[src/adcct_pkg.sv]
// Function
// - Conversion ends within mode's conversion time.
// - Busy bounded by conversion time, most readout modes.
// - Parallel data valid 20 ns before busy falls.
// - Parallel data driven soon after bus request.
// - Shift clock period not below divider minimum.
// - Shift clock period not above divider maximum for dividers 2 and 3; 100 ns for dividers 0 and 1.
// - Read-after-convert busy bounded per divider and mode.
// - Frame sync rises after conversion time in read-after-convert; at conversion start in read-during.
// - Busy falls shortly after frame sync falls, in read-after-convert mode.
// - Gap from last shift edge to sync change.
// - Gap from sync rise to first shift edge.
// - Chip select high releases serial outputs.
// - Result readable at once; read-during readout sends the previous result.
`default_nettype none

package adcct_pkg;
	localparam int CLK_NS = 50;
	localparam int RES_W = 18;
	localparam int CNT_W = 6;
	localparam int ADDR_W = 8;

	localparam logic [7:0] OFS_CTRL = 8'h00;
	localparam logic [7:0] OFS_STATUS = 8'h04;
	localparam logic [7:0] OFS_RESULT = 8'h08;

	localparam int CTRL_SPEED_LSB = 0;
	localparam int CTRL_READ_LSB = 2;
	localparam int CTRL_DIV_LSB = 4;
	localparam int CTRL_W = 6;
	localparam logic [5:0] CTRL_RESET = 6'h00;
	localparam int STAT_BUSY = 0;
	localparam int STAT_NEW = 1;
	localparam int STAT_SHIFT = 2;

	localparam logic [1:0] SPEED_FAST = 2'h0;
	localparam logic [1:0] SPEED_NORMAL = 2'h1;
	localparam logic [1:0] SPEED_LOWPWR = 2'h2;
	localparam logic [1:0] RD_PARALLEL = 2'h0;
	localparam logic [1:0] RD_AFTER = 2'h1;
	localparam logic [1:0] RD_DURING = 2'h2;
	localparam logic [1:0] RD_SLAVE = 2'h3;
	localparam logic [1:0] DIV_FASTEST = 2'h0;

	localparam int CONV_FAST_NS = 1000;
	localparam int CONV_NORMAL_NS = 1250;
	localparam int CONV_LOWPWR_NS = 1500;
	localparam int DATA_LEAD_NS = 20;
	localparam int SCLK_MAX_NS [4] = '{40, 80, 160, 320};
	localparam int FIRST_EDGE_NS [4] = '{3, 17, 17, 17};
	localparam int LAST_EDGE_NS [4] = '{3, 60, 140, 300};

	// Longest times round down, least times round up, never below one cycle.
	function automatic logic [CNT_W-1:0] cyc_dn(input int ns);
		int c;
		c = ns / CLK_NS;
		return (c < 1) ? CNT_W'(1) : CNT_W'(c);
	endfunction : cyc_dn

	function automatic logic [CNT_W-1:0] cyc_up(input int ns);
		int c;
		c = (ns + CLK_NS - 1) / CLK_NS;
		return (c < 1) ? CNT_W'(1) : CNT_W'(c);
	endfunction : cyc_up

	localparam logic [CNT_W-1:0] DATA_LEAD_CYC = cyc_up(DATA_LEAD_NS);
	localparam logic [CNT_W-1:0] RESULT_LOAD_AT = CNT_W'(DATA_LEAD_CYC + 1);

	function automatic logic [CNT_W-1:0] conv_cycles(input logic [1:0] speed);
		logic [CNT_W-1:0] c;
		case (speed)
			SPEED_FAST: c = cyc_dn(CONV_FAST_NS);
			SPEED_NORMAL: c = cyc_dn(CONV_NORMAL_NS);
			default: c = cyc_dn(CONV_LOWPWR_NS);
		endcase
		return c;
	endfunction : conv_cycles

	function automatic logic [CNT_W-1:0] half_cycles(input logic [1:0] div);
		return cyc_dn(SCLK_MAX_NS[div] / 2);
	endfunction : half_cycles

	function automatic logic [CNT_W-1:0] first_cycles(input logic [1:0] div);
		return cyc_up(FIRST_EDGE_NS[div]);
	endfunction : first_cycles

	function automatic logic [CNT_W-1:0] gap_cycles(input logic [1:0] div);
		return cyc_up(LAST_EDGE_NS[div]);
	endfunction : gap_cycles
endpackage : adcct_pkg

`default_nettype wire

[src/adcct_conv_timer.sv]
`default_nettype none

module adcct_conv_timer #(
	parameter int CW = 6
) (
	input wire logic clk, // Block clock.
	input wire logic rst_n, // Asynchronous reset, active low.
	input wire logic start, // Loads the count.
	input wire logic [CW-1:0] load, // Cycles the conversion takes.
	output logic [CW-1:0] count, // Cycles left.
	output logic done // High in the last cycle of the count.
);
	logic [CW-1:0] next_count;

	if (CW < 2) begin : g_chk
		$error("adcct_conv_timer: CW must be at least 2");
	end

	assign done = (count == CW'(1));

	always_comb begin
		next_count = count;
		if (start) begin
			next_count = load;
		end else if (count != '0) begin
			next_count = count - CW'(1);
		end
	end

	always_ff @(posedge clk or negedge rst_n) begin
		if (!rst_n) begin
			count <= '0;
		end else begin
			count <= next_count;
		end
	end
endmodule : adcct_conv_timer

`default_nettype wire

[src/adcct_shifter.sv]
`default_nettype none

module adcct_shifter #(
	parameter int W = 18
) (
	input wire logic clk, // Block clock.
	input wire logic rst_n, // Asynchronous reset, active low.
	input wire logic start, // Begins a transfer of word.
	input wire logic slave, // Transfer clocked by the host.
	input wire logic [W-1:0] word, // Value to send, MSB first.
	input wire logic [1:0] div, // Shift clock divider select.
	input wire logic ext_fall, // Falling edge of the host shift clock.
	output logic sclk, // Generated shift clock.
	output logic sync, // Frame sync.
	output logic sdo, // Serial data.
	output logic done, // One-cycle pulse at transfer end.
	output logic active // Transfer in progress.
);
	localparam int BW = $clog2(W);
	localparam int CW = adcct_pkg::CNT_W;

	typedef enum logic [2:0] {SH_IDLE, SH_LEAD, SH_HIGH, SH_LOW, SH_TAIL, SH_SLAVE} adcct_sh_state_t;

	adcct_sh_state_t state, next_state;
	logic [CW-1:0] cnt, next_cnt;
	logic [BW-1:0] bits, next_bits;
	logic [W-1:0] shreg, next_shreg;
	logic [1:0] sel_div, next_sel_div;
	logic next_sclk, next_sync, next_sdo, next_done;

	if (W < 2 || W > 32) begin : g_chk
		$error("adcct_shifter: W must be 2 to 32");
	end

	assign active = (state != SH_IDLE);

	always_comb begin
		next_state = state;
		next_cnt = cnt;
		next_bits = bits;
		next_shreg = shreg;
		next_sel_div = sel_div;
		next_sclk = sclk;
		next_sync = sync;
		next_sdo = sdo;
		next_done = 1'b0;
		if (start) begin
			next_shreg = word;
			next_sel_div = div;
			next_bits = '0;
			next_sdo = word[W-1];
			next_sclk = 1'b0;
			next_sync = !slave;
			next_cnt = adcct_pkg::first_cycles(div);
			next_state = slave ? SH_SLAVE : SH_LEAD;
		end else begin
			unique case (state)
				SH_IDLE: begin
				end
				SH_LEAD: begin
					next_cnt = cnt - CW'(1);
					if (cnt == CW'(1)) begin
						next_sclk = 1'b1;
						next_cnt = adcct_pkg::half_cycles(sel_div);
						next_state = SH_HIGH;
					end
				end
				SH_HIGH: begin
					next_cnt = cnt - CW'(1);
					if (cnt == CW'(1)) begin
						next_sclk = 1'b0;
						next_bits = bits + BW'(1);
						if (bits == BW'(W - 1)) begin
							next_cnt = adcct_pkg::gap_cycles(sel_div);
							next_state = SH_TAIL;
						end else begin
							next_shreg = {shreg[W-2:0], 1'b0};
							next_sdo = shreg[W-2];
							next_cnt = adcct_pkg::half_cycles(sel_div);
							next_state = SH_LOW;
						end
					end
				end
				SH_LOW: begin
					next_cnt = cnt - CW'(1);
					if (cnt == CW'(1)) begin
						next_sclk = 1'b1;
						next_cnt = adcct_pkg::half_cycles(sel_div);
						next_state = SH_HIGH;
					end
				end
				SH_TAIL: begin
					next_cnt = cnt - CW'(1);
					if (cnt == CW'(1)) begin
						next_sync = 1'b0;
						next_done = 1'b1;
						next_state = SH_IDLE;
					end
				end
				SH_SLAVE: begin
					if (ext_fall) begin
						next_bits = bits + BW'(1);
						next_shreg = {shreg[W-2:0], 1'b0};
						next_sdo = shreg[W-2];
						if (bits == BW'(W - 1)) begin
							next_done = 1'b1;
							next_state = SH_IDLE;
						end
					end
				end
			endcase
		end
	end

	always_ff @(posedge clk or negedge rst_n) begin
		if (!rst_n) begin
			state <= SH_IDLE;
			cnt <= '0;
			bits <= '0;
			shreg <= '0;
			sel_div <= 2'h0;
			sclk <= 1'b0;
			sync <= 1'b0;
			sdo <= 1'b0;
			done <= 1'b0;
		end else begin
			state <= next_state;
			cnt <= next_cnt;
			bits <= next_bits;
			shreg <= next_shreg;
			sel_div <= next_sel_div;
			sclk <= next_sclk;
			sync <= next_sync;
			sdo <= next_sdo;
			done <= next_done;
		end
	end
endmodule : adcct_shifter

`default_nettype wire

[src/adcct_top.sv]
`default_nettype none

module adcct_top #(
	parameter int RES_W = adcct_pkg::RES_W
) (
	input wire logic pclk, // Block clock, 20 MHz.
	input wire logic presetn, // Asynchronous reset, active low.
	input wire logic psel, // APB select.
	input wire logic penable, // APB enable.
	input wire logic pwrite, // APB direction, high for write.
	input wire logic [adcct_pkg::ADDR_W-1:0] paddr, // APB byte address.
	input wire logic [31:0] pwdata, // APB write data.
	output logic [31:0] prdata, // APB read data.
	output logic pready, // APB ready.
	output logic pslverr, // APB error on unmapped address.
	input wire logic conversion_start_n, // Conversion start pin, falling edge starts.
	input wire logic cs_n, // Chip select pin, active low.
	input wire logic rd_n, // Parallel bus access request, active low.
	input wire logic sclk_in, // Shift clock pin level, host clock in slave mode.
	input wire logic [RES_W-1:0] sample_in, // Value the conversion resolves to.
	output logic busy, // Conversion in progress.
	output logic [RES_W-1:0] par_data, // Parallel result.
	output logic par_data_oe, // Drive enable of par_data.
	output logic serial_result_out, // Serial result.
	output logic serial_result_out_oe, // Drive enable of serial_result_out.
	output logic sync_out, // Frame sync.
	output logic sync_out_oe, // Drive enable of sync_out.
	output logic sclk_out, // Generated shift clock.
	output logic sclk_out_oe // Drive enable of sclk_out.
);
	localparam int CW = adcct_pkg::CNT_W;
	localparam int CL = adcct_pkg::CTRL_W;

	typedef enum logic [1:0] {CV_IDLE, CV_CONVERT, CV_READOUT} adcct_cv_state_t;

	if (RES_W < 2 || RES_W > 32) begin : g_chk
		$error("adcct_top: RES_W must be 2 to 32");
	end

	// Pin synchronisers; bit order is sclk_in, rd_n, cs_n, conversion_start_n.
	logic [3:0] pin_meta, pin_sync;
	logic conversion_start_n_last, sclk_last;
	logic [RES_W-1:0] sample_meta, sample_sync;
	logic start_edge, sclk_fall, cs_act, rd_act;

	always_ff @(posedge pclk or negedge presetn) begin
		if (!presetn) begin
			pin_meta <= 4'h7;
			pin_sync <= 4'h7;
			conversion_start_n_last <= 1'b1;
			sclk_last <= 1'b0;
			sample_meta <= '0;
			sample_sync <= '0;
		end else begin
			pin_meta <= {sclk_in, rd_n, cs_n, conversion_start_n};
			pin_sync <= pin_meta;
			conversion_start_n_last <= pin_sync[0];
			sclk_last <= pin_sync[3];
			sample_meta <= sample_in;
			sample_sync <= sample_meta;
		end
	end

	assign start_edge = conversion_start_n_last && !pin_sync[0];
	assign sclk_fall = sclk_last && !pin_sync[3];
	assign cs_act = !pin_sync[1];
	assign rd_act = !pin_sync[2];

	// Register file.
	logic [CL-1:0] ctrl, next_ctrl;
	logic [31:0] next_prdata;
	logic next_pready, next_pslverr;
	logic result_new, next_new;
	logic rd_result;
	logic [RES_W-1:0] result, next_result;
	logic [1:0] ctrl_speed, ctrl_read, ctrl_div;

	assign ctrl_speed = ctrl[adcct_pkg::CTRL_SPEED_LSB +: 2];
	assign ctrl_read = ctrl[adcct_pkg::CTRL_READ_LSB +: 2];
	assign ctrl_div = ctrl[adcct_pkg::CTRL_DIV_LSB +: 2];
	assign rd_result = psel && penable && pready && !pwrite && paddr == adcct_pkg::OFS_RESULT;

	// Shifter and timer hookup.
	logic tm_start, tm_done;
	logic [CW-1:0] tm_count;
	logic sh_start, sh_slave, sh_done, sh_active;
	logic [RES_W-1:0] sh_word;
	logic [1:0] sh_div;

	always_comb begin
		next_ctrl = ctrl;
		next_prdata = prdata;
		next_pready = 1'b0;
		next_pslverr = 1'b0;
		if (psel && !penable) begin
			next_pready = 1'b1;
			case (paddr)
				adcct_pkg::OFS_CTRL: next_prdata = {{(32 - CL){1'b0}}, ctrl};
				adcct_pkg::OFS_STATUS: begin
					next_prdata = 32'h0000_0000;
					next_prdata[adcct_pkg::STAT_BUSY] = busy;
					next_prdata[adcct_pkg::STAT_NEW] = result_new;
					next_prdata[adcct_pkg::STAT_SHIFT] = sh_active;
				end
				adcct_pkg::OFS_RESULT: next_prdata = {{(32 - RES_W){1'b0}}, result};
				default: begin
					next_prdata = 32'h0000_0000;
					next_pslverr = 1'b1;
				end
			endcase
		end
		if (psel && penable && pready && pwrite && paddr == adcct_pkg::OFS_CTRL) begin
			next_ctrl = pwdata[CL-1:0];
		end
	end

	always_ff @(posedge pclk or negedge presetn) begin
		if (!presetn) begin
			ctrl <= adcct_pkg::CTRL_RESET;
			prdata <= 32'h0000_0000;
			pready <= 1'b0;
			pslverr <= 1'b0;
		end else begin
			ctrl <= next_ctrl;
			prdata <= next_prdata;
			pready <= next_pready;
			pslverr <= next_pslverr;
		end
	end

	// Conversion sequencer.
	adcct_cv_state_t state, next_state;
	logic next_busy;
	logic [RES_W-1:0] capture, next_capture;
	logic [1:0] cfg_read, next_read, cfg_div, next_div;

	always_comb begin
		next_state = state;
		next_busy = busy;
		next_result = result;
		next_capture = capture;
		next_read = cfg_read;
		next_div = cfg_div;
		next_new = result_new;
		tm_start = 1'b0;
		sh_start = 1'b0;
		sh_slave = 1'b0;
		sh_word = result;
		sh_div = cfg_div;
		if (rd_result) begin
			next_new = 1'b0;
		end
		unique case (state)
			CV_IDLE: begin
				// Starts while a conversion or a read-after-convert readout runs are ignored.
				if (start_edge) begin
					next_state = CV_CONVERT;
					next_busy = 1'b1;
					next_capture = sample_sync;
					next_read = ctrl_read;
					next_div = ctrl_div;
					tm_start = 1'b1;
					if (ctrl_read == adcct_pkg::RD_DURING) begin
						sh_start = 1'b1;
						sh_div = adcct_pkg::DIV_FASTEST;
					end
				end
			end
			CV_CONVERT: begin
				if (tm_count == adcct_pkg::RESULT_LOAD_AT) begin
					next_result = capture;
					next_new = 1'b1;
				end
				if (tm_done) begin
					if (cfg_read == adcct_pkg::RD_AFTER) begin
						sh_start = 1'b1;
						next_state = CV_READOUT;
					end else begin
						next_busy = 1'b0;
						next_state = CV_IDLE;
						if (cfg_read == adcct_pkg::RD_SLAVE) begin
							sh_start = 1'b1;
							sh_slave = 1'b1;
						end
					end
				end
			end
			CV_READOUT: begin
				if (sh_done) begin
					next_busy = 1'b0;
					next_state = CV_IDLE;
				end
			end
		endcase
	end

	always_ff @(posedge pclk or negedge presetn) begin
		if (!presetn) begin
			state <= CV_IDLE;
			busy <= 1'b0;
			result <= '0;
			capture <= '0;
			cfg_read <= adcct_pkg::RD_PARALLEL;
			cfg_div <= 2'h0;
			result_new <= 1'b0;
		end else begin
			state <= next_state;
			busy <= next_busy;
			result <= next_result;
			capture <= next_capture;
			cfg_read <= next_read;
			cfg_div <= next_div;
			result_new <= next_new;
		end
	end

	assign par_data = result;

	// Pin drive enables follow chip select and the readout mode.
	logic next_par_oe, next_sdo_oe, next_master_oe, master_oe;

	always_comb begin
		next_par_oe = cs_act && rd_act && ctrl_read == adcct_pkg::RD_PARALLEL;
		next_sdo_oe = cs_act && ctrl_read != adcct_pkg::RD_PARALLEL;
		next_master_oe = cs_act && (ctrl_read == adcct_pkg::RD_AFTER || ctrl_read == adcct_pkg::RD_DURING);
	end

	always_ff @(posedge pclk or negedge presetn) begin
		if (!presetn) begin
			par_data_oe <= 1'b0;
			serial_result_out_oe <= 1'b0;
			master_oe <= 1'b0;
		end else begin
			par_data_oe <= next_par_oe;
			serial_result_out_oe <= next_sdo_oe;
			master_oe <= next_master_oe;
		end
	end

	assign sync_out_oe = master_oe;
	assign sclk_out_oe = master_oe;

	adcct_conv_timer #(
		.CW(CW)
	) u_timer (
		.clk(pclk),
		.rst_n(presetn),
		.start(tm_start),
		.load(adcct_pkg::conv_cycles(ctrl_speed)),
		.count(tm_count),
		.done(tm_done)
	);

	adcct_shifter #(
		.W(RES_W)
	) u_shifter (
		.clk(pclk),
		.rst_n(presetn),
		.start(sh_start),
		.slave(sh_slave),
		.word(sh_word),
		.div(sh_div),
		.ext_fall(sclk_fall),
		.sclk(sclk_out),
		.sync(sync_out),
		.sdo(serial_result_out),
		.done(sh_done),
		.active(sh_active)
	);
endmodule : adcct_top

`default_nettype wire

[config.mk]
export PLATFORM = sky130hd
export DESIGN_NAME = adcct_top
export DESIGN_NICKNAME = d
export VERILOG_FILES = /design/src/adcct_pkg.sv /design/src/adcct_conv_timer.sv /design/src/adcct_shifter.sv /design/src/adcct_top.sv
export SDC_FILE = /design/constraint.sdc
export NUM_CORES = 1
export LEC_CHECK = 0
export BUFFER_PORTS_ARGS = -buffer_cell sky130_fd_sc_hd__clkbuf_2
export CAP_MARGIN = 20
export CORE_MARGIN = 3
export CORE_UTILIZATION = 28
export DETAILED_ROUTE_END_ITERATION = 12
export PLACE_DENSITY = 0.47
export SYNTH_ARGS = -nofsm -noshare
export SYNTH_HDL_FRONTEND = slang
export SYNTH_HIERARCHICAL = 1
export SYNTH_SLANG_ARGS = --single-unit
[constraint.sdc]
create_clock -name pclk -period 2.8 [get_ports pclk]
set_input_delay 0.14 -clock pclk [delete_from_list [all_inputs] [get_ports pclk]]
set_output_delay 0.14 -clock pclk [all_outputs]
set_load 0.01 [all_outputs]
# After elaboration in Yosys (flattened, before gate mapping)

Index checks and enable logic that the tools add are counted.
Widths: inputs -> output; s select.

Word-level logic and storage cells: 208
Flip-flop bits (word level): 176
Output and inout bits: 60
Bits of input ports: 67

Reductions and logical operators: 46
Add/subtract/negate cells: 8
Equality and inequality tests: 28
Mux-type cells: 85
Bitwise gates (word level): 3
$lt $le $gt $ge: 5
Divide/modulo/power cells: 3

Operators by type and width:

| operator              | number |
|---|---|
| $bmux 32 s2           | 3 |
| $mux 32               | 6 |
| $div 32x7->32 const B | 3 |
| $lt 32x2->1 const B   | 3 |
| $mux 17               | 4 |
| $add 32x7->32 const B | 2 |
| $sub 32x2->32 const B | 2 |
| $mux 6                | 9 |
| $pmux 18 s3           | 1 |
| $pmux 17 s2           | 1 |
| $mux 1                | 33 |
| $add 32x1->32         | 1 |
| $mux 3                | 8 |
| $pmux 6 s3            | 1 |
| $mux 5                | 3 |
| $mux 2                | 7 |
| $logic_and 1x1->1     | 13 |
| $eq 6x1->1 const B    | 2 |
| $pmux 3 s4            | 1 |
| $sub 6x1->6 const B   | 2 |
| $pmux 5 s2            | 1 |
| $ne 3x2->1 const B    | 3 |
| $reduce_and 3->1      | 3 |
| $reduce_bool 3->1     | 3 |
| 34 further kinds      | 63 |

# Logic depth before layout (Yosys ltp)

Gate-level depths: netlist of the first run.

Depth after elaboration: 14
Mapped depth: 11
Depth with buffers taken out: 8

# Modules after synthesis

Netlist of the first run, hierarchy kept.

Modules (own cells, without submodules):

| module           | area an instance (µm²) | instances | cells each | sequential area each (µm²) |
|---|---|---|---|---|
| adcct_top        | 4310.4                 | 1         | 278        | 2986.6 |
| adcct_shifter    | 2113.3                 | 1         | 188        | 925.9 |
| adcct_conv_timer | 382.9                  | 1         | 43         | 150.1 |

# Least setup slack after synthesis of the first run

OpenSTA, ideal clock, no wires.

Path type: register to register
From: register u_timer.count[3]
To: register u_shifter.shreg[10]
Cell stages (with the launch flop): 9
Clock period less this slack: 2683 ps
Required time: 2675 ps
Path buffers: 3
Data arrival time: 2558 ps
Path slack: 117 ps
Setup time: 125 ps
Cells stage by stage: dfrtp_1 > or3_1 > buf_6 > nor3b_1 > a32o_1 > clkbuf_1 > clkbuf_1 > mux2_2 > mux2_2

Cells in the longest elaborated chain, start to end: 5
Elaborated cells between the ends (all ways): 9
Those cells by class: eq/ne: 4; mux: 3; reduce/logical: 2

Ends and longest elaborated chain:

| element                                            | RTL line               | text |
|---|---|---|
| from (decl)                                        | adcct_conv_timer.sv:10 | `output logic [CW-1:0] count,` |
| from (signal assigned)                             | adcct_conv_timer.sv:34 | `count <= next_count;` |
| $eq 6x1->1 (*)                                     | adcct_conv_timer.sv:19 | `assign done = (count == CW'(1));` |
| net tm_done                                        | adcct_top.sv:84        | `logic tm_start, tm_done;` |
| $mux 1 (*)                                         | adcct_top.sv:174       | `if (tm_done) begin` |
| $pmux 1 s2 (*)                                     | adcct_top.sv:153       | `unique case (state)` |
| net sh_start                                       | adcct_top.sv:86        | `logic sh_start, sh_slave, sh_done, sh_active;` |
| $ne 3x2->1 (no line), or another cell as far along | -                      |  |
| $reduce_and 4->1 (no line)                         | -                      |  |
| to (signal assigned)                               | adcct_shifter.sv:130   | `shreg <= next_shreg;` |
| to (decl)                                          | adcct_shifter.sv:27    | `logic [W-1:0] shreg, next_shreg;` |

Mark *: on every way through the listed nets, which the timed path passes. The rest lies on a longest branch.
A chain may end at the register's enable or synchronous reset.

# Final worst setup path of the first run

From: register u_shifter.cnt[1]
To: register u_shifter.shreg[6]

Cells in the longest elaborated chain, start to end: 3

Ends and longest elaborated chain:

| element                    | RTL line             | text |
|---|---|---|
| from (decl)                | adcct_shifter.sv:25  | `logic [CW-1:0] cnt, next_cnt;` |
| from (signal assigned)     | adcct_shifter.sv:128 | `cnt <= next_cnt;` |
| $eq 6x1->1                 | adcct_shifter.sv:70  | `if (cnt == CW'(1)) begin` |
| $ne 3x2->1 (no line)       | -                    |  |
| $reduce_and 4->1 (no line) | -                    |  |

Every way passes these cells.

==> results.sh, run 1 <==
export IMPL_post_drt_via_cell_ratio=4.51
export IMPL_cellPowerDensity_mw_per_mm2=821
export IMPL_max_stage_delay_ps=540
export IMPL_required_ps=3100
export IMPL_postCtsSetupBuffers=0
export IMPL_num_io_pins=127
export IMPL_rr_startpoint="u_shifter/cnt[1]"
export IMPL_grt_pass1_wl_microns=24500
export IMPL_cp_max_fo=18
export IMPL_die_h_microns=162
export IMPL_synth_edff_count=0
export IMPL_post_place_cells=909
export IMPL_syn_to_final_growth_pct=24.8
export IMPL_htreeDepth=4
export IMPL_final_core_util_pct=35.9
export IMPL_synth_avg_cell_area_sq_um=13.4
export IMPL_track_usage_pct=11.8
export IMPL_drcViolationCount=0
export IMPL_ys_types=65
export IMPL_end_kind="flop"
export IMPL_synth_top_area_share_pct=57.0
export IMPL_final_layout_size_suffix_gt1_share_pct=35.8
export IMPL_die_x_microns=162
export IMPL_relSlewSlack_pct=59.4
export IMPL_synth_top_cell_by_area="dfrtp_1"
export IMPL_ys_seq_elements=162
export IMPL_totalWireLength_microns=14600
export IMPL_maxSlewViolCount=0
export IMPL_path_cells="inv_1, ha_1, or4b_4, or4_4, o211ai_4, buf_12, mux2_2"
export IMPL_fin_crit_sh_pct=90.5
export IMPL_yosys_warnings=6
export IMPL_io_buffers=86
export IMPL_status="finished, final reports clean"
export IMPL_hp_start="paddr[4]"
export IMPL_place_congestion=0.740
export IMPL_grt_max_degree=75
export IMPL_finalSetupTns_ps=0
export IMPL_rows=56
export IMPL_dr_pass1_iters=4
export IMPL_critPathArrivalTime_ps=2830
export IMPL_grt_overflow=0
export IMPL_clkSlewWorstSetupHoldPaths_ps=60
export IMPL_detail_route_antenna_nets=0
export IMPL_fillCellCount=2362
export IMPL_ys_async_sr_fraction_pct=100
export IMPL_synthTopCellsByArea="dfrtp_1 57%, mux2_2 12%, dfstp_2 2.7%"
export IMPL_insertion_delay_ps=420
export IMPL_setup_viol=0
export IMPL_antenna_found_initial=0
export IMPL_synth_seq_area_share_pct=59.7
export IMPL_startpoint_type="flop"
export IMPL_wl_per_cell_microns=15.1
export IMPL_rsz0062_at_grt="no"
export IMPL_first_iter_violations=201
export IMPL_clock_skew_ps=6.54
export IMPL_critPathLaunch="u_shifter/cnt[1]"
export IMPL_max_freq_mhz=394
export IMPL_maxCapViolations=0
export IMPL_n_antenna_cell=0
export IMPL_dr_total_vias=4373
export IMPL_syn_area_sq_mm=0.00681
export IMPL_ir_drop_v=0.000418
export IMPL_p_leak_nw=4.00
export IMPL_tightest_slew_ps=604
export IMPL_grt_pass1_vias=4616
export IMPL_syn_inst=509
export IMPL_layout_min_cycle_time_ps=2540
export IMPL_root_buffer="clkbuf_16"
export IMPL_crit_type="reg2reg"
export IMPL_core_area_sq_mm=0.0237
export IMPL_crit_slowest_cell="or4_4"
export IMPL_dieArea_sq_mm=0.0262
export IMPL_finalHoldViolations=0
export IMPL_dpl_hpwl_microns=10200
export IMPL_cts_sinks=162
export IMPL_synth_flop_cell="dfrtp_1"
export IMPL_cts_tree="yes"
export IMPL_instances_no_fill=970
export IMPL_clockBufferDepth=2
export IMPL_fin_nets=716
export IMPL_numCtsBuffers=17
export IMPL_min_path_type="in2reg"
export IMPL_start_util_pct=28.7
[power breakdown]
| part | total (mW) | internal [mW] | switching (mW) | leakage (nW) |
|---|---|---|---|---|
| clock network | 2.23 | 1.33 | 0.899 | 0.270 |
| registers | 3.20 | 2.77 | 0.427 | 2.06 |
| logic | 1.55 | 0.785 | 0.760 | 1.66 |
[registers in the layout (all words and copies together) (netlist names), 2 cells and up]
| signal | flops |
|---|---|
| u_shifter/sel_div | 2 |
| pin_meta | 4 |
| state | 2 |
| cfg_read | 2 |
| u_shifter/cnt | 6 |
| sample_sync | 18 |
| pin_sync | 4 |
| u_shifter/shreg | 17 |
| u_timer/count | 6 |
| u_shifter/state | 3 |
| prdata | 18 |
| cfg_div | 2 |
| par_data | 18 |
| u_shifter/bits | 5 |
| sample_meta | 18 |
| capture | 18 |
| ctrl | 6 |
[per-stage QoR]
step,hold slack (ps),power [mW],cell area (sq um),setup WS [ps]
after floorplan,-156,4.20,6860,117
after global placement,152,4.70,7640,299
after detailed placement,164,4.75,7640,286
after CTS,63.5,7.07,8490,269
after global routing,99.5,7.42,8490,168
final,80.2,6.97,8490,265
[Yosys cell counts (all sizes together) (3+ instances only)]
library cell / n
a21oi: 7
o21ai: 15
inv: 19
o21bai: 3
a21boi: 4
nor3: 11
ha: 11
a21o: 4
buf: 22
nor2b: 11
o2bb2ai: 4
or3: 4
mux2: 82
nand3: 3
mux2i: 10
nand2: 22
clkbuf: 15
nor4: 3
nor3b: 5
o31ai: 7
a211oi: 3
dfrtp: 155
dfstp: 7
nor2: 16
nand2b: 10
a22o: 15
or4: 5
[layer usage]
metal	wire, microns	track usage, %
met5	0	0
met3	734	3.29
met4	212	3.68
met1	6760	15.5
met2	6940	19.2
[placed cells by master, fill, tap and decap left out, types with 3 or more instances in the layout]
cell type	n
clkbuf_2	85
nor2_1	16
clkbuf_1	4
buf_4	15
inv_1	19
ha_1	11
o21bai_1	3
nor3_1	10
nor3b_1	5
mux2_2	73
a21o_1	4
o21ai_0	15
dfrtp_1	155
a21boi_0	4
a211oi_1	3
buf_12	3
nand2_1	22
mux2_4	9
clkinvlp_4	3
mux2i_1	10
dfstp_2	7
o31ai_1	7
nand3_1	3
or4_1	3
clkbuf_16	17
a21oi_1	7
conb_1	16
a22o_1	15
o2bb2ai_1	4
nand2b_1	10
nor2b_1	11
clkinv_2	4
or3_1	4
dlygate4sd3_1	29
[critical path: cells and delay by family (launching register included)]
family,cells,cell delay (ps)
AND/OR/NAND/NOR,2,1020
buffers and inverters,2,280
adder cells (fa/ha/maj),1,170
multiplexers,1,350
flip-flops,1,390
AO/OA/AOI/OAI,1,200
[final timing paths]
kind | to | slack (ps) | cells after the start
setup / recovery | u_shifter/shreg[6] | 260 | 7
hold / removal | pslverr | 80 | 4
setup reg to reg | u_shifter/shreg[6] | 260 | 7
hold reg to reg | sample_sync[3] | 350 | 0
max in group asynchronous | conversion_start_n_last | 1690 | 3
min in group asynchronous | sample_meta[14] | 270 | 2
[cell families (layout without fill, tap and decap cells)]
logic type      Yosys count  count (layout)  synth area share (%)
flops                   162             162                  59.7
simple gates            101             101                  8.79
mux                      92              92                  15.5
compound gates           82              82                  9.04
buf+inv                  56             184                  4.43
fa+ha+maj                11              11                  2.02
xor+xnor                  3               3                 0.386
other cells               2              16                 0.110
[final cells by class]
type / instances / area (sq um) / share of cell area (%)
inverters: 19 / 71.3 / 0.840
clock buffers: 22 / 454 / 5.35
repair buffers: 133 / 900 / 10.6
clock inverters: 10 / 111 / 1.31
flip-flops and latches: 162 / 4060 / 47.8
well taps: 319 / 399 / 4.70
multi-input cells: 305 / 2500 / 29.4
[timing repair]
action,4_1_cts,5_1_grt
hold buffers,29,0
endpoints found under the setup margin,0,0
endpoints found under the hold margin,89,0
resized for setup,0,0
Note: power is estimated with default switching activity, not from simulation.
==> run 2, diff against run 1 <==
CTS_BUF_LIST = sky130_fd_sc_hd__clkbuf_2   (was not set)
SETUP_SLACK_MARGIN = 0.15   (was not set)
==> run 2 against run 1 <==
Register-to-register slack barely moved; non-clock buffer count rose by 50; die area did not move; sequential power barely moved; first-iteration DRC count rose by 13%; flip-flop and latch count did not move; design area rose by 2.2%.
==> results.sh, run 2 (synthesis gave the netlist of run 1 again) <==
export IMPL_rr_startpoint="u_shifter/cnt[1]"
export IMPL_clock_skew_ps=28.3
export IMPL_first_iter_violations=227
export IMPL_setup_ws_ps=252
export IMPL_cts_resized=0
export IMPL_layout_min_cycle_time_ps=2550
export IMPL_totalWireLength_microns=15200
export IMPL_tightest_slew_ps=596
export IMPL_final_common_cell="dfrtp_1"
export IMPL_insertion_delay_ps=710
export IMPL_rows=56
export IMPL_cts_tree="yes"
export IMPL_cellPowerDensity_mw_per_mm2=693
export IMPL_dr_total_vias=4636
export IMPL_place_ws_ps=277
export IMPL_root_buffer="clkbuf_2"
export IMPL_cts_sinks=162
export IMPL_place_area_sq_mm=0.00764
export IMPL_start_util_pct=28.7
export IMPL_r2r_end="u_shifter/shreg[10]"
export IMPL_die_h_microns=162
export IMPL_whs_path_depth=4
export IMPL_required_ps=3400
export IMPL_final_cell_mix="155 x dfrtp_1, 103 x clkbuf_2, 75 x dlygate4sd3_1"
export IMPL_rr_worst_depth=7
export IMPL_finalHoldViolations=0
export IMPL_wl_per_cell_microns=14.9
export IMPL_grt_overflow=0
export IMPL_final_seq_area_sq_mm=0.00406
export IMPL_final_layout_size_suffix_gt1_share_pct=34.4
export IMPL_post_drt_via_cell_ratio=4.54
export IMPL_antenna_found_initial=1
export IMPL_r2r_setup_slack_ps=250
export IMPL_relSlewSlack_pct=60.0
export IMPL_status="finished, final reports clean"
export IMPL_drcViolationCount=0
export IMPL_setup_viol=0
export IMPL_p_leak_nw=4.10
export IMPL_fin_nets=766
export IMPL_clkSlewWorstSetupHoldPaths_ps=230
export IMPL_design_area_sq_mm=0.00868
export IMPL_multi_input_area_sq_mm=0.00250
export IMPL_fillCellCount=2373
export IMPL_end_kind="flop"
export IMPL_place_congestion=0.781
export IMPL_routed_wl_met2_microns=7530
export IMPL_wl_met3_microns=610
export IMPL_crit_type="reg2reg"
export IMPL_ir_drop_v=0.000273
export IMPL_startpoint_type="flop"
export IMPL_syn_to_final_growth_pct=27.5
export IMPL_rsz0062_at_grt="no"
export IMPL_min_path_type="in2reg"
export IMPL_clockBufferDepth=2
export IMPL_htreeDepth=4
export IMPL_grt_pass1_wl_microns=25000
export IMPL_dpl_hpwl_microns=10500
export IMPL_numCtsBuffers=17
export IMPL_core_area_sq_mm=0.0237
export IMPL_max_freq_mhz=392
export IMPL_critPathArrivalTime_ps=3150
export IMPL_track_usage_pct=12.1
export IMPL_fin_crit_sh_pct=91.0
export IMPL_highest_layer="met4"
export IMPL_dieArea_sq_mm=0.0262
export IMPL_num_io_pins=127
export IMPL_grt_max_degree=61
export IMPL_maxSlewViolCount=0
export IMPL_maxCapViolations=0
export IMPL_hold_end="prdata[0]"
export IMPL_grt_pass1_vias=4774
export IMPL_finalSetupTns_ps=0
export IMPL_detail_route_antenna_nets=0
export IMPL_hp_start="paddr[0]"
export IMPL_dr_pass1_iters=5
export IMPL_die_x_microns=162
export IMPL_io_buffers=86
export IMPL_wl_met1_microns=6960
export IMPL_cp_max_fo=18
[run 2: critical path, cell delays in order (launching register included)]
cell and delay, ps:
dfrtp_1 450, inv_1 90, ha_1 160, or4b_4 480
or4_4 540, o211ai_4 210, buf_12 200, mux2_2 340
[run 2: power breakdown]
| group | total (mW) | switching [mW] | internal, mW |
|---|---|---|---|
| registers | 3.19 | 0.430 | 2.76 |
| logic | 1.58 | 0.758 | 0.824 |
| clock network | 1.24 | 0.885 | 0.355 |
| total | 6.02 | 2.07 | 3.94 |
[run 2: timing repair]
action	CTS	global route
endpoints found under the setup margin	0	9
hold buffers	76	0
setup buffers	0	1
endpoints found under the hold margin	195	0
[run 2: final cells by class]
cell class	count	area share, %
clock buffers	18	1.04
flip-flops and latches	162	46.8
well taps	319	4.60
multi-input cells	305	28.8
clock inverters	14	1.70
repair buffers	183	16.2
diodes	1	0.0288
inverters	19	0.822
[run 2: worst max-delay path by stage]
stage               slack, ps                   to              from  cells after the start
finish                    250  u_shifter/shreg[10]  u_shifter/cnt[1]                      7
global route              170   u_shifter/shreg[9]  u_shifter/cnt[1]                      7
global placement          300   u_shifter/shreg[4]  u_shifter/cnt[1]                      7
floorplan                 170        u_shifter/sdo  u_timer/count[3]                      8
CTS                       250   u_shifter/shreg[8]  u_shifter/cnt[1]                      7
detailed placement        280   u_shifter/shreg[8]  u_shifter/cnt[1]                      7
[run 2: per-layer routing]
layer	up-vias	global-route usage (%)
met4	0	3.57
met2	111	20.2
li1	2145	-
met5	-	0
met3	12	2.93
met1	2368	15.7
[run 2: through the flow]
step           util [%]  std cells  power, mW  hold slack, ps
6_report           36.6       1021       6.02             149
5_1_grt            36.6       1021       6.43            60.7
4_1_cts            36.6       1019       6.11            6.61
3_5_place_dp       32.3        911       4.75             177
3_3_place_gp       32.3        911       4.70             171
2_1_floorplan         -        523       4.20            -156
